File: src/pmc_pkg.sv
// Package of constants and types shared by both ends of the margin command unit
//
// Functional notes
// (RQ1) Upper byte 00h off, 80h on
// (RQ2) Command A4h drives margin-high code
// (RQ3) Command 94h drives margin-low code
// (RQ4) Faults set comm fault flag bit 9
// (RQ5) Fault flag stays until host writes one
// (RQ6) Fault register at 78h on any page
// (RQ7) Revision register 98h read-only, reads 2200h
// (RQ8) Protocol detected at power-on, then locked
// (RQ9) Readback only once data-out pin enabled
// (RQ10) Host reads slower than it writes
// (RQ11) Power-down output defaults to high impedance
// (RQ12) Optional power-up at stored code
// (RQ13) Digital outputs only pull low or release
// (RQ14) Margin transitions slew, never step
// (RQ15) Optional bus timeout frees stalled transfers
// (RQ16) Broadcast address answered besides own address
// (RQ17) Operation register 01h, pages 00h-03h
// (RQ18) Page register upper byte, resets 03h
// (RQ19) Command handling only while enable bit set
// (RQ20) Off gives power-down state, on restores
// (RQ21) Unknown command rejected, sets fault flag
package pmc_pkg;
  // Command addresses on the device link
  localparam logic [7:0]  PMC_CMD_PAGE    = 8'h00;
  localparam logic [7:0]  PMC_CMD_OP      = 8'h01;
  localparam logic [7:0]  PMC_CMD_FAULT   = 8'h78;
  localparam logic [7:0]  PMC_CMD_REV     = 8'h98;
  localparam logic [7:0]  PMC_CMD_ICFG    = 8'h26;
  localparam logic [7:0]  PMC_CMD_MHI     = 8'h13;
  localparam logic [7:0]  PMC_CMD_MLO     = 8'h14;
  localparam logic [7:0]  PMC_CMD_NOM     = 8'h1C;
  localparam logic [7:0]  PMC_CMD_SLEW    = 8'h18;
  localparam logic [7:0]  PMC_CMD_PDCFG   = 8'h1F;
  // Operation codes
  localparam logic [7:0]  PMC_OP_OFF      = 8'h00;
  localparam logic [7:0]  PMC_OP_ON       = 8'h80;
  localparam logic [7:0]  PMC_OP_MHI      = 8'hA4;
  localparam logic [7:0]  PMC_OP_MLO      = 8'h94;
  // Field positions and reset values
  localparam int          PMC_FAULT_BIT   = 9;
  localparam int          PMC_EN_BIT      = 8;
  localparam int          PMC_TMO_BIT     = 12;
  localparam int          PMC_SDO_BIT     = 0;
  localparam logic [15:0] PMC_REV_VALUE   = 16'h2200;
  localparam logic [7:0]  PMC_PAGE_RESET  = 8'h03;
  localparam logic [7:0]  PMC_PAGE_LAST   = 8'h03;
  localparam logic [7:0]  PMC_PAGE_BCAST  = 8'hFF;
  // Bus timeout and default slew divider in cycles of aclk
  localparam int          PMC_CLK_MHZ     = 40;
  localparam int          PMC_TMO_US      = 30;
  localparam int          PMC_TMO_CYC     = PMC_TMO_US * PMC_CLK_MHZ;
  localparam int          PMC_SLEW_DIV    = 16;
  // AXI4-Lite register offsets of the host controller
  localparam logic [5:0]  PMC_A_CTRL      = 6'h00;
  localparam logic [5:0]  PMC_A_WDATA     = 6'h04;
  localparam logic [5:0]  PMC_A_STATUS    = 6'h08;
  localparam logic [5:0]  PMC_A_RDATA     = 6'h0C;
  localparam logic [1:0]  PMC_RESP_OK     = 2'h0;
  localparam logic [1:0]  PMC_RESP_SLVERR = 2'h2;
  // Protocols seen at power-on
  typedef enum logic [1:0] {
    PMC_PROTO_NONE = 2'h0,
    PMC_PROTO_PM   = 2'h1,
    PMC_PROTO_OTHER = 2'h3
  } pmc_proto_e;
endpackage : pmc_pkg

File: src/pmc_link_if.sv
// Interface joining the host controller and the device command unit
`timescale 1ns/10ps
`default_nettype none
interface pmc_link_if;
  // Transfer request from host
  logic        req;
  logic        wr;
  logic [7:0]  addr;
  logic [7:0]  dest;
  logic [15:0] wdata;
  logic [3:0]  clocks;
  // Open-drain answer lines, low enable means pulling low
  logic        ack_oe_n;
  logic [15:0] rdata_oe_n;
  logic        done_oe_n;
  // Resolved wire levels with pullups
  logic        ack;
  logic        done;
  logic [15:0] rdata;
  assign ack   = ack_oe_n;
  assign done  = done_oe_n;
  assign rdata = rdata_oe_n;
  modport dev  (input req, wr, addr, dest, wdata, clocks,
                output ack_oe_n, rdata_oe_n, done_oe_n);
  modport host (output req, wr, addr, dest, wdata, clocks,
                input ack, done, rdata);
endinterface : pmc_link_if
`default_nettype wire

File: src/pmc_device.sv
// Device end: command decoder, paged channel state, slewed outputs
//
// The implementer's own choice: the AXI4-Lite slave port.
`timescale 1ns/10ps
`default_nettype none
module pmc_device
  import pmc_pkg::*;
#(
  parameter int          CH_N      = 4,
  parameter int          TMO_CYC   = PMC_TMO_CYC,
  parameter logic [7:0]  OWN_DEST  = 8'h48,
  parameter logic [7:0]  BCAST     = 8'h47
) (
  // Clock and reset
  input  wire logic            aclk,
  input  wire logic            aresetn,
  // Link
  pmc_link_if.dev              lnk,
  // Strap and stored settings
  input  wire logic            proto_strap,
  input  wire logic            nvm_pu_code_en,
  input  wire logic [11:0]     nvm_pu_code,
  // Channel outputs
  output logic [CH_N*12-1:0]   ch_code,
  output logic [CH_N-1:0]      ch_hiz
);
  initial begin
    if (CH_N < 1 || CH_N > 4) $error("pmc_device: CH_N must be 1 to 4");
  end
  typedef enum logic [1:0] {PMC_IDLE = 2'b00, PMC_EXEC = 2'b01,
                            PMC_ANS = 2'b11} pmc_st_e;
  ////////////////////////////////////////////////////////////////////////
  // Input synchronisers for the link request and the protocol strap
  logic [2:0]  req_s;
  logic [1:0]  strap_s;
  always_ff @(posedge aclk) begin
    strap_s <= {strap_s[0], proto_strap}; // Fills during reset
    if (!aresetn) begin
      req_s   <= 3'h0;
    end else begin
      req_s   <= {req_s[1:0], lnk.req};
    end
  end
  ////////////////////////////////////////////////////////////////////////
  // State
  pmc_st_e            st_reg, st_next;
  pmc_proto_e         proto_reg, proto_next;
  logic [7:0]         page_reg, page_next;
  logic               fault_reg, fault_next;
  logic [15:0]        icfg_reg, icfg_next;
  logic [15:0]        rd_reg, rd_next;
  logic               ack_reg, ack_next;
  logic               done_reg, done_next;
  logic [15:0]        tmo_reg, tmo_next;
  logic [11:0]        mhi_reg [CH_N], mhi_next [CH_N];
  logic [11:0]        mlo_reg [CH_N], mlo_next [CH_N];
  logic [11:0]        nom_reg [CH_N], nom_next [CH_N];
  logic [11:0]        cur_reg [CH_N], cur_next [CH_N];
  logic [7:0]         op_reg  [CH_N], op_next  [CH_N];
  logic [CH_N-1:0]    hiz_reg, hiz_next;
  logic [7:0]         slew_reg, slew_next;
  logic [7:0]         div_reg, div_next;
  logic               pu_done_reg, pu_done_next;
  logic [7:0]         op_b;
  logic               hit, paged, pg_ok, fault_set;
  // Target code from operation state
  function automatic logic [11:0] pmc_target(input logic [7:0] op,
      input logic [11:0] hi, input logic [11:0] lo, input logic [11:0] nm);
    pmc_target = (op == PMC_OP_MHI) ? hi : (op == PMC_OP_MLO) ? lo : nm;
  endfunction : pmc_target
  // Next state of the command engine
  always_comb begin
    st_next = st_reg; proto_next = proto_reg; page_next = page_reg;
    fault_next = fault_reg; icfg_next = icfg_reg; rd_next = rd_reg;
    ack_next = ack_reg; done_next = done_reg; tmo_next = tmo_reg;
    mhi_next = mhi_reg; mlo_next = mlo_reg; nom_next = nom_reg;
    cur_next = cur_reg; op_next = op_reg; hiz_next = hiz_reg;
    slew_next = slew_reg; div_next = div_reg; pu_done_next = pu_done_reg;
    fault_set = 1'b0;
    op_b = lnk.wdata[15:8];
    // (RQ16) broadcast address too
    hit = (lnk.dest == OWN_DEST) || (lnk.dest == BCAST);
    paged = (lnk.addr == PMC_CMD_OP) || (lnk.addr == PMC_CMD_MHI)
         || (lnk.addr == PMC_CMD_MLO) || (lnk.addr == PMC_CMD_NOM);
    pg_ok = (page_reg <= PMC_PAGE_LAST) && (32'(page_reg) < CH_N);
    // (RQ8) lock protocol once
    if (proto_reg == PMC_PROTO_NONE)
      proto_next = strap_s[1] ? PMC_PROTO_PM : PMC_PROTO_OTHER;
    // (RQ12) optional stored power-up code
    if (!pu_done_reg) begin
      pu_done_next = 1'b1;
      for (int i = 0; i < CH_N; i++) begin
        nom_next[i] = nvm_pu_code;
        cur_next[i] = nvm_pu_code;
        hiz_next[i] = !nvm_pu_code_en;
        op_next[i]  = nvm_pu_code_en ? PMC_OP_ON : PMC_OP_OFF;
      end
    end
    unique case (st_reg)
      PMC_IDLE: begin
        if (req_s[1] && !req_s[2] && hit) begin
          st_next = PMC_EXEC;
          tmo_next = 16'h0;
        end
      end
      PMC_EXEC: begin
        st_next = PMC_ANS;
        ack_next = 1'b1; done_next = 1'b1;
        rd_next = 16'h0;
        // (RQ19) handling gated by enable
        if (lnk.addr == PMC_CMD_ICFG)
          icfg_next = lnk.wr ? lnk.wdata : icfg_reg;
        else if (!icfg_reg[PMC_EN_BIT] || proto_reg != PMC_PROTO_PM)
          ack_next = 1'b0;
        // (RQ4) wrong clock count
        else if (lnk.wr && lnk.clocks != 4'h2)
          fault_set = 1'b1;
        // (RQ9) readback needs data-out
        else if (!lnk.wr && !icfg_reg[PMC_SDO_BIT])
          fault_set = 1'b1;
        // (RQ4) paged access bad page
        else if (paged && !pg_ok)
          fault_set = 1'b1;
        else if (lnk.addr == PMC_CMD_PAGE) begin
          // (RQ18) page in upper byte
          if (lnk.wr) page_next = lnk.wdata[15:8];
          rd_next = {page_reg, 8'h00};
        end else if (lnk.addr == PMC_CMD_FAULT) begin
          // (RQ6) any page
          // (RQ5) write one clears
          if (lnk.wr && lnk.wdata[PMC_FAULT_BIT]) fault_next = 1'b0;
          rd_next = 16'(fault_reg) << PMC_FAULT_BIT;
        end else if (lnk.addr == PMC_CMD_REV) begin
          // (RQ7) read-only revision
          if (lnk.wr) fault_set = 1'b1;
          rd_next = PMC_REV_VALUE;
        end else if (lnk.addr == PMC_CMD_SLEW) begin
          if (lnk.wr) slew_next = lnk.wdata[7:0];
          rd_next = {8'h00, slew_reg};
        end else if (lnk.addr == PMC_CMD_MHI) begin
          if (lnk.wr) mhi_next[page_reg[1:0]] = lnk.wdata[15:4];
          rd_next = {mhi_reg[page_reg[1:0]], 4'h0};
        end else if (lnk.addr == PMC_CMD_MLO) begin
          if (lnk.wr) mlo_next[page_reg[1:0]] = lnk.wdata[15:4];
          rd_next = {mlo_reg[page_reg[1:0]], 4'h0};
        end else if (lnk.addr == PMC_CMD_NOM) begin
          if (lnk.wr) nom_next[page_reg[1:0]] = lnk.wdata[15:4];
          rd_next = {nom_reg[page_reg[1:0]], 4'h0};
        end else if (lnk.addr == PMC_CMD_OP) begin
          // (RQ17) paged operation register
          rd_next = {op_reg[page_reg[1:0]], 8'h00};
          if (lnk.wr) begin
            // (RQ1) decode operation byte
            if (op_b == PMC_OP_OFF || op_b == PMC_OP_ON
                || op_b == PMC_OP_MHI || op_b == PMC_OP_MLO) begin
              op_next[page_reg[1:0]] = op_b;
              // (RQ11) off means high impedance
              // (RQ20) on restores output
              hiz_next[page_reg[1:0]] = (op_b == PMC_OP_OFF);
            end else begin
              // (RQ21) reject unknown code
              fault_set = 1'b1;
            end
          end
        end else begin
          // (RQ4) invalid command address
          fault_set = 1'b1;
        end
      end
      PMC_ANS: begin
        done_next = 1'b1;
        tmo_next = tmo_reg + 16'h1;
        // (RQ15) optional timeout release
        if (!req_s[1] || (icfg_reg[PMC_TMO_BIT]
            && 32'(tmo_reg) >= TMO_CYC)) begin
          st_next = PMC_IDLE;
          ack_next = 1'b0;
          done_next = 1'b0;
        end
      end
      default: st_next = PMC_IDLE;
    endcase
    // (RQ4) set beats clear
    if (fault_set) fault_next = 1'b1;
    // (RQ14) slew toward target
    div_next = div_reg + 8'h1;
    if (div_reg >= slew_reg) begin
      div_next = 8'h0;
      for (int i = 0; i < CH_N; i++) begin
        // (RQ2) margin high target
        // (RQ3) margin low target
        if (cur_reg[i] < pmc_target(op_reg[i], mhi_reg[i], mlo_reg[i],
                                    nom_reg[i]))
          cur_next[i] = cur_reg[i] + 12'h1;
        else if (cur_reg[i] > pmc_target(op_reg[i], mhi_reg[i],
                                         mlo_reg[i], nom_reg[i]))
          cur_next[i] = cur_reg[i] - 12'h1;
      end
    end
  end
  // Register the engine
  always_ff @(posedge aclk) begin
    if (!aresetn) begin
      st_reg <= PMC_IDLE; proto_reg <= PMC_PROTO_NONE;
      page_reg <= PMC_PAGE_RESET; fault_reg <= 1'b0; icfg_reg <= 16'h0;
      rd_reg <= 16'h0; ack_reg <= 1'b0; done_reg <= 1'b0; tmo_reg <= 16'h0;
      hiz_reg <= '1; slew_reg <= 8'(PMC_SLEW_DIV); div_reg <= 8'h0;
      pu_done_reg <= 1'b0;
      for (int i = 0; i < CH_N; i++) begin
        mhi_reg[i] <= 12'h0; mlo_reg[i] <= 12'h0; nom_reg[i] <= 12'h0;
        cur_reg[i] <= 12'h0; op_reg[i] <= 8'h0;
      end
    end else begin
      st_reg <= st_next; proto_reg <= proto_next; page_reg <= page_next;
      fault_reg <= fault_next; icfg_reg <= icfg_next; rd_reg <= rd_next;
      ack_reg <= ack_next; done_reg <= done_next; tmo_reg <= tmo_next;
      hiz_reg <= hiz_next; slew_reg <= slew_next; div_reg <= div_next;
      pu_done_reg <= pu_done_next;
      mhi_reg <= mhi_next; mlo_reg <= mlo_next; nom_reg <= nom_next;
      cur_reg <= cur_next; op_reg <= op_next;
    end
  end
  ////////////////////////////////////////////////////////////////////////
  // (RQ13) open drain, release means one
  assign lnk.ack_oe_n   = ack_reg;
  assign lnk.done_oe_n  = done_reg;
  assign lnk.rdata_oe_n = rd_reg;
  assign ch_hiz = hiz_reg;
  always_comb begin
    for (int i = 0; i < CH_N; i++) ch_code[i*12 +: 12] = cur_reg[i];
  end
endmodule : pmc_device
`default_nettype wire

File: src/flat_wrapper.sv
// flat-port wrapper written by rule: the top's interface ports become plain ports
module pmc_device_flat import pmc_pkg::*;
#(
  parameter int          CH_N      = 4,
  parameter int          TMO_CYC   = PMC_TMO_CYC,
  parameter logic [7:0]  OWN_DEST  = 8'h48,
  parameter logic [7:0]  BCAST     = 8'h47
)
  (aclk, aresetn, proto_strap, nvm_pu_code_en, nvm_pu_code, ch_code, ch_hiz, lnk_req, lnk_wr, lnk_addr, lnk_dest, lnk_wdata, lnk_clocks, lnk_ack_oe_n, lnk_rdata_oe_n, lnk_done_oe_n);
  pmc_link_if lnk_i ();
  input  wire logic aclk;
  input  wire logic aresetn;
  input  wire logic proto_strap;
  input  wire logic nvm_pu_code_en;
  input  wire logic [11:0] nvm_pu_code;
  output logic [CH_N*12-1:0] ch_code;
  output logic [CH_N-1:0] ch_hiz;
  input wire logic [$bits(lnk_i.req)-1:0] lnk_req;
  input wire logic [$bits(lnk_i.wr)-1:0] lnk_wr;
  input wire logic [$bits(lnk_i.addr)-1:0] lnk_addr;
  input wire logic [$bits(lnk_i.dest)-1:0] lnk_dest;
  input wire logic [$bits(lnk_i.wdata)-1:0] lnk_wdata;
  input wire logic [$bits(lnk_i.clocks)-1:0] lnk_clocks;
  output wire logic [$bits(lnk_i.ack_oe_n)-1:0] lnk_ack_oe_n;
  output wire logic [$bits(lnk_i.rdata_oe_n)-1:0] lnk_rdata_oe_n;
  output wire logic [$bits(lnk_i.done_oe_n)-1:0] lnk_done_oe_n;
  assign lnk_i.req = lnk_req;
  assign lnk_i.wr = lnk_wr;
  assign lnk_i.addr = lnk_addr;
  assign lnk_i.dest = lnk_dest;
  assign lnk_i.wdata = lnk_wdata;
  assign lnk_i.clocks = lnk_clocks;
  assign lnk_ack_oe_n = lnk_i.ack_oe_n;
  assign lnk_rdata_oe_n = lnk_i.rdata_oe_n;
  assign lnk_done_oe_n = lnk_i.done_oe_n;
  pmc_device #(.CH_N(CH_N), .TMO_CYC(TMO_CYC), .OWN_DEST(OWN_DEST), .BCAST(BCAST)) u_core (.aclk(aclk), .aresetn(aresetn), .lnk(lnk_i), .proto_strap(proto_strap), .nvm_pu_code_en(nvm_pu_code_en), .nvm_pu_code(nvm_pu_code), .ch_code(ch_code), .ch_hiz(ch_hiz));
endmodule
File: config.mk
export PLATFORM = sky130hd
export DESIGN_NAME = pmc_device_flat
export DESIGN_NICKNAME = d
export VERILOG_FILES = /design/src/pmc_pkg.sv /design/src/pmc_link_if.sv /design/src/pmc_device.sv /design/src/flat_wrapper.sv
export SDC_FILE = /design/constraint.sdc
export NUM_CORES = 1
export LEC_CHECK = 0
export BUFFER_PORTS_ARGS = -buffer_cell sky130_fd_sc_hd__buf_4
export CAP_MARGIN = 0
export CORE_MARGIN = 5
export CORE_UTILIZATION = 31
export CTS_CLUSTER_DIAMETER = 150
export CTS_CLUSTER_SIZE = 16
export DETAILED_ROUTE_END_ITERATION = 6
export GPL_ROUTABILITY_DRIVEN = 1
export PLACE_DENSITY = 0.55
export SLEW_MARGIN = 40
export SYNTH_ARGS = -nofsm -noshare
export SYNTH_HDL_FRONTEND = slang
export SYNTH_SLANG_ARGS = --single-unit
File: constraint.sdc
create_clock -name aclk -period 4.9 [get_ports aclk]
set_input_delay 0.98 -clock aclk [delete_from_list [all_inputs] [get_ports aclk]]
set_output_delay 0.98 -clock aclk [all_outputs]
set_load 0.03 [all_outputs]
==> run_summary.xml <==
<?xml version="1.0" encoding="UTF-8"?>
<metrics>
  <group name="routing">
    <metric name="drtPass1Iterations" unit="">6</metric>
    <metric name="drc" unit="">0</metric>
    <metric name="via_count" unit="">17100</metric>
    <metric name="wl_per_cell" unit="um">22.7</metric>
    <metric name="viasPerCell" unit="">5.82</metric>
    <metric name="drt-initial-drc-count" unit="">1407</metric>
    <metric name="drt_wl_total" unit="um">66600</metric>
    <metric name="postRouteAntennaNets" unit="">0</metric>
  </group>
  <group name="sta">
    <metric name="finalHoldViolCount" unit="">0</metric>
    <metric name="post-route-min-period" unit="ps">4550</metric>
    <metric name="max-slew-margin-rel" unit="%">40.5</metric>
    <metric name="timing.clock.skew" unit="ps">17.3</metric>
    <metric name="max_freq" unit="GHz">0.220</metric>
    <metric name="final.period_utilization" unit="%">92.9</metric>
    <metric name="maxSlewViolCount" unit="">0</metric>
    <metric name="rsz0062_at_grt" unit="">no</metric>
    <metric name="worstMarginPinSlew" unit="ps">889</metric>
    <metric name="setup_viol_count_final" unit="">0</metric>
    <metric name="setup_tns" unit="ps">0</metric>
  </group>
  <group name="final_layout">
    <metric name="most-common-layout-cells" unit="">dfxtp_1 (297), nor2_1 (260), mux2i_1 (174), buf_4 (169), a21oi_1 (166)</metric>
    <metric name="final_common_cell" unit="">dfxtp_1</metric>
    <metric name="register_area" unit="sq um">6010</metric>
    <metric name="post_layout_nonfiller_instances" unit="">2936</metric>
    <metric name="syn2layout_area_growth" unit="%">11.5</metric>
    <metric name="fin_nets" unit="">2283</metric>
    <metric name="num_antenna_cells" unit="">0</metric>
    <metric name="drive_above_1_share" unit="%">15.9</metric>
    <metric name="layout.filler_cells" unit="">6141</metric>
    <metric name="finish.instance_area" unit="sq um">20600</metric>
    <metric name="multi_input_combinational_cell_area" unit="sq um">11500</metric>
  </group>
  <group name="floorplan">
    <metric name="boundaryPins" unit="">124</metric>
    <metric name="chipWidth" unit="um">254</metric>
    <metric name="floorplan.die.height" unit="um">254</metric>
    <metric name="initial_cell_density_of_the_core" unit="%">31.3</metric>
    <metric name="coreArea" unit="sq um">59000</metric>
    <metric name="design.die.area" unit="sq um">64600</metric>
    <metric name="rows" unit="">89</metric>
  </group>
  <group name="global_route">
    <metric name="antenna_found_initial" unit="">0</metric>
    <metric name="grt_util_all_layers" unit="%">19.7</metric>
    <metric name="largest_net_degree_at_the_start_of_global_routing" unit="">116</metric>
    <metric name="first_global_vias" unit="">16200</metric>
    <metric name="grt_pass1_wl" unit="um">101000</metric>
    <metric name="grt_remaining_overflow" unit="">0</metric>
  </group>
  <group name="worst_setup_path">
    <metric name="critPathMaxStageDelay" unit="ps">740</metric>
    <metric name="worstReg2RegStart" unit="">u_core.op_reg[16]</metric>
    <metric name="r2r_cells" unit="">14</metric>
    <metric name="crit_fanout" unit="">12</metric>
    <metric name="cp-start-kind" unit="">flip-flop</metric>
    <metric name="r2r_setup_slack" unit="ps">350</metric>
    <metric name="crit_path_top_delay_cell" unit="">or3b_2</metric>
    <metric name="cp_data_arrival_time" unit="ps">4960</metric>
    <metric name="critical_path_class" unit="">flip-flop to flip-flop</metric>
    <metric name="startpoint" unit="">u_core.op_reg[16]</metric>
    <metric name="end_kind" unit="">flip-flop</metric>
    <metric name="worstPathRequired" unit="ps">5310</metric>
    <metric name="worst_r2r_endpoint" unit="">u_core.ch_code[15]</metric>
    <metric name="critical_path_depth" unit="">14</metric>
    <metric name="critical_path.n_buffers_inverters" unit="">1</metric>
    <metric name="sequence_of_cells_on_the_critical_path" unit="">nor4b_1 &gt; nand3b_1 &gt; or3b_2 &gt; mux2i_1 &gt; nand2_1 &gt; o21ai_0 &gt; ha_1 &gt; and4_1 &gt; nand3_1 &gt; a21oi_1 &gt; nor2_1 &gt; buf_4 &gt; o21ai_1 &gt; a221oi_1</metric>
    <metric name="timing.critical_path.max_delay_family" unit="">simple AND/OR/NAND/NOR gates</metric>
    <metric name="endpoint" unit="">u_core.ch_code[15]</metric>
  </group>
  <group name="synthesis">
    <metric name="synth_area_leaders" unit="">dfxtp_1 (33%), mux2i_1 (9.4%), mux4_2 (5.4%), nor2_1 (5.3%), ha_1 (4.5%)</metric>
    <metric name="synth_area_leader_cell" unit="">dfxtp_1</metric>
    <metric name="synth-edff-count" unit="">0</metric>
    <metric name="synth_async_sr_flop_share" unit="%">0</metric>
    <metric name="synth_cells" unit="">2149</metric>
    <metric name="ys.flop_type" unit="">dfxtp_1</metric>
    <metric name="synth_seq_area_share" unit="%">32.5</metric>
    <metric name="syn_nets" unit="">2270</metric>
    <metric name="post_synth_instance_area" unit="sq um">18500</metric>
    <metric name="synth_warnings" unit="">0</metric>
    <metric name="yosysUniqueCellTypes" unit="">93</metric>
    <metric name="synth_area_per_cell" unit="sq um">8.60</metric>
    <metric name="netlist.area_leader.share" unit="%">32.5</metric>
    <metric name="post_synthesis_register_bit_count" unit="">300</metric>
  </group>
  <group name="placed_design">
    <metric name="gp_congestion" unit="">0.922</metric>
    <metric name="portBuffers" unit="">123</metric>
    <metric name="placedCellCount" unit="">2910</metric>
    <metric name="place_hpwl" unit="um">47200</metric>
    <metric name="place_area" unit="sq um">20000</metric>
  </group>
  <group name="clock_tree">
    <metric name="num_clock_sinks" unit="">300</metric>
    <metric name="cts.clk_slew.worst_paths" unit="ps">90</metric>
    <metric name="cts.hold.buffers_added" unit="">0</metric>
    <metric name="cts_setup_buffers" unit="">0</metric>
    <metric name="root_buffer" unit="">clkbuf_16</metric>
    <metric name="h-tree-depth" unit="">1</metric>
    <metric name="tritoncts_clock_tree" unit="">done</metric>
    <metric name="max-clock-path-buffers" unit="">3</metric>
    <metric name="clk_latency" unit="ps">560</metric>
    <metric name="ctsResizeCount" unit="">0</metric>
    <metric name="cts_inserted_buffers" unit="">22</metric>
  </group>
  <group name="power_and_ir_drop">
    <metric name="cell_pwr_density" unit="nW/um^2">261</metric>
    <metric name="static-leakage-power" unit="nW">8.75</metric>
    <metric name="irDropWorstVdd" unit="mV">0.201</metric>
  </group>
  <group name="run">
    <metric name="max_cap_viol_count" unit="">0</metric>
  </group>
  <group name="min_path">
    <metric name="holdCritPathClass" unit="">flip-flop to flip-flop</metric>
  </group>
  <group name="status">
    <metric name="run_status" unit="">finished clean</metric>
  </group>
</metrics>
through the flow:
step	setup WS [ps]	power, mW	utilization [%]	hold slack [ps]
6_report	349	5.37	34.9	337
5_1_grt	86.9	5.58	34.9	350
3_3_place_gp	434	3.58	33.8	313
2_1_floorplan	1010	3.26	-	310
4_1_cts	404	5.41	34.9	338
3_5_place_dp	409	3.60	33.8	322
cells in the mapped netlist (all sizes together) (6+ instances only):
| cell type | count |
|---|---|
| o31ai | 12 |
| mux4 | 44 |
| o22ai | 11 |
| or3 | 19 |
| or3b | 8 |
| o32ai | 12 |
| a21o | 12 |
| nand4 | 25 |
| nand3b | 7 |
| a211oi | 75 |
| a31oi | 10 |
| ha | 67 |
| nor2 | 261 |
| nor4 | 16 |
| xor2 | 18 |
| a221oi | 28 |
| nor2b | 25 |
| o211ai | 24 |
| o311a | 7 |
| o21ai | 114 |
| nor3 | 40 |
| clkbuf | 123 |
| o221a | 6 |
| mux2i | 175 |
| and3 | 34 |
| nand2 | 146 |
| dfxtp | 300 |
| xnor2 | 28 |
| and2 | 19 |
| nor4b | 7 |
| a311oi | 7 |
| buf | 60 |
| nand3 | 82 |
| o21a | 11 |
| nand2b | 8 |
| nor3b | 6 |
| or4 | 9 |
| inv | 43 |
| or2 | 17 |
| a21oi | 167 |
area by class of cell:
type | count | area share (%)
Multi-Input combinational cell | 1623 | 55.9
Sequential cell | 300 | 29.2
Timing Repair Buffer | 172 | 6.41
Tap cell | 773 | 4.69
Clock buffer | 24 | 2.81
Inverter | 43 | 0.820
Clock inverter | 1 | 0.146
power breakdown:
group          switching, mW  internal [mW]
registers              0.115           2.49
logic                  0.582          0.372
clock network          0.927          0.886
how the worst min path moves through the flow:
stage | from | endpoint | slack (ps) | cells after the start
after floorplan | u_core.strap_s[0] | u_core.strap_s[1] | 310 | 0
final | u_core.strap_s[0] | u_core.strap_s[1] | 340 | 0
after global routing | u_core.strap_s[0] | u_core.strap_s[1] | 350 | 0
after global placement | u_core.strap_s[0] | u_core.strap_s[1] | 310 | 0
after CTS | u_core.strap_s[0] | u_core.strap_s[1] | 340 | 0
after detailed placement | u_core.strap_s[0] | u_core.strap_s[1] | 320 | 0
worst register-to-register path, cell delays in order, from the launching register on:
cell and delay [ps]:
dfxtp_1 340, nor4b_1 330, nand3b_1 150, or3b_2 740, mux2i_1 210, nand2_1 90
o21ai_0 250, ha_1 380, and4_1 260, nand3_1 160, a21oi_1 460, nor2_1 100
buf_4 180, o21ai_1 600, a221oi_1 180
cells by family (layout without fill, tap and decap cells):
logic type      after synthesis  after routing  synth area share [%]
compound gates              543            543                  20.3
buf+inv                     226            240                  5.29
xor+xnor                     46             46                  2.18
mux                         224            224                  15.2
flops                       300            300                  32.5
simple gates                743            743                  20.0
fa+ha+maj                    67             67                  4.54
per-layer routing:
layer | vias up | GRT usage, % | routed length [um] | part of all wire [%]
li1 | 7900 | - | - | -
met4 | 0 | 6.74 | 2510 | 3.8
met5 | - | 0 | 0 | 0
met2 | 626 | 33.1 | 31500 | 47
met3 | 115 | 2.67 | 4410 | 6.6
met1 | 8435 | 26.3 | 28100 | 42
Power figures use the tool's default switching activity.
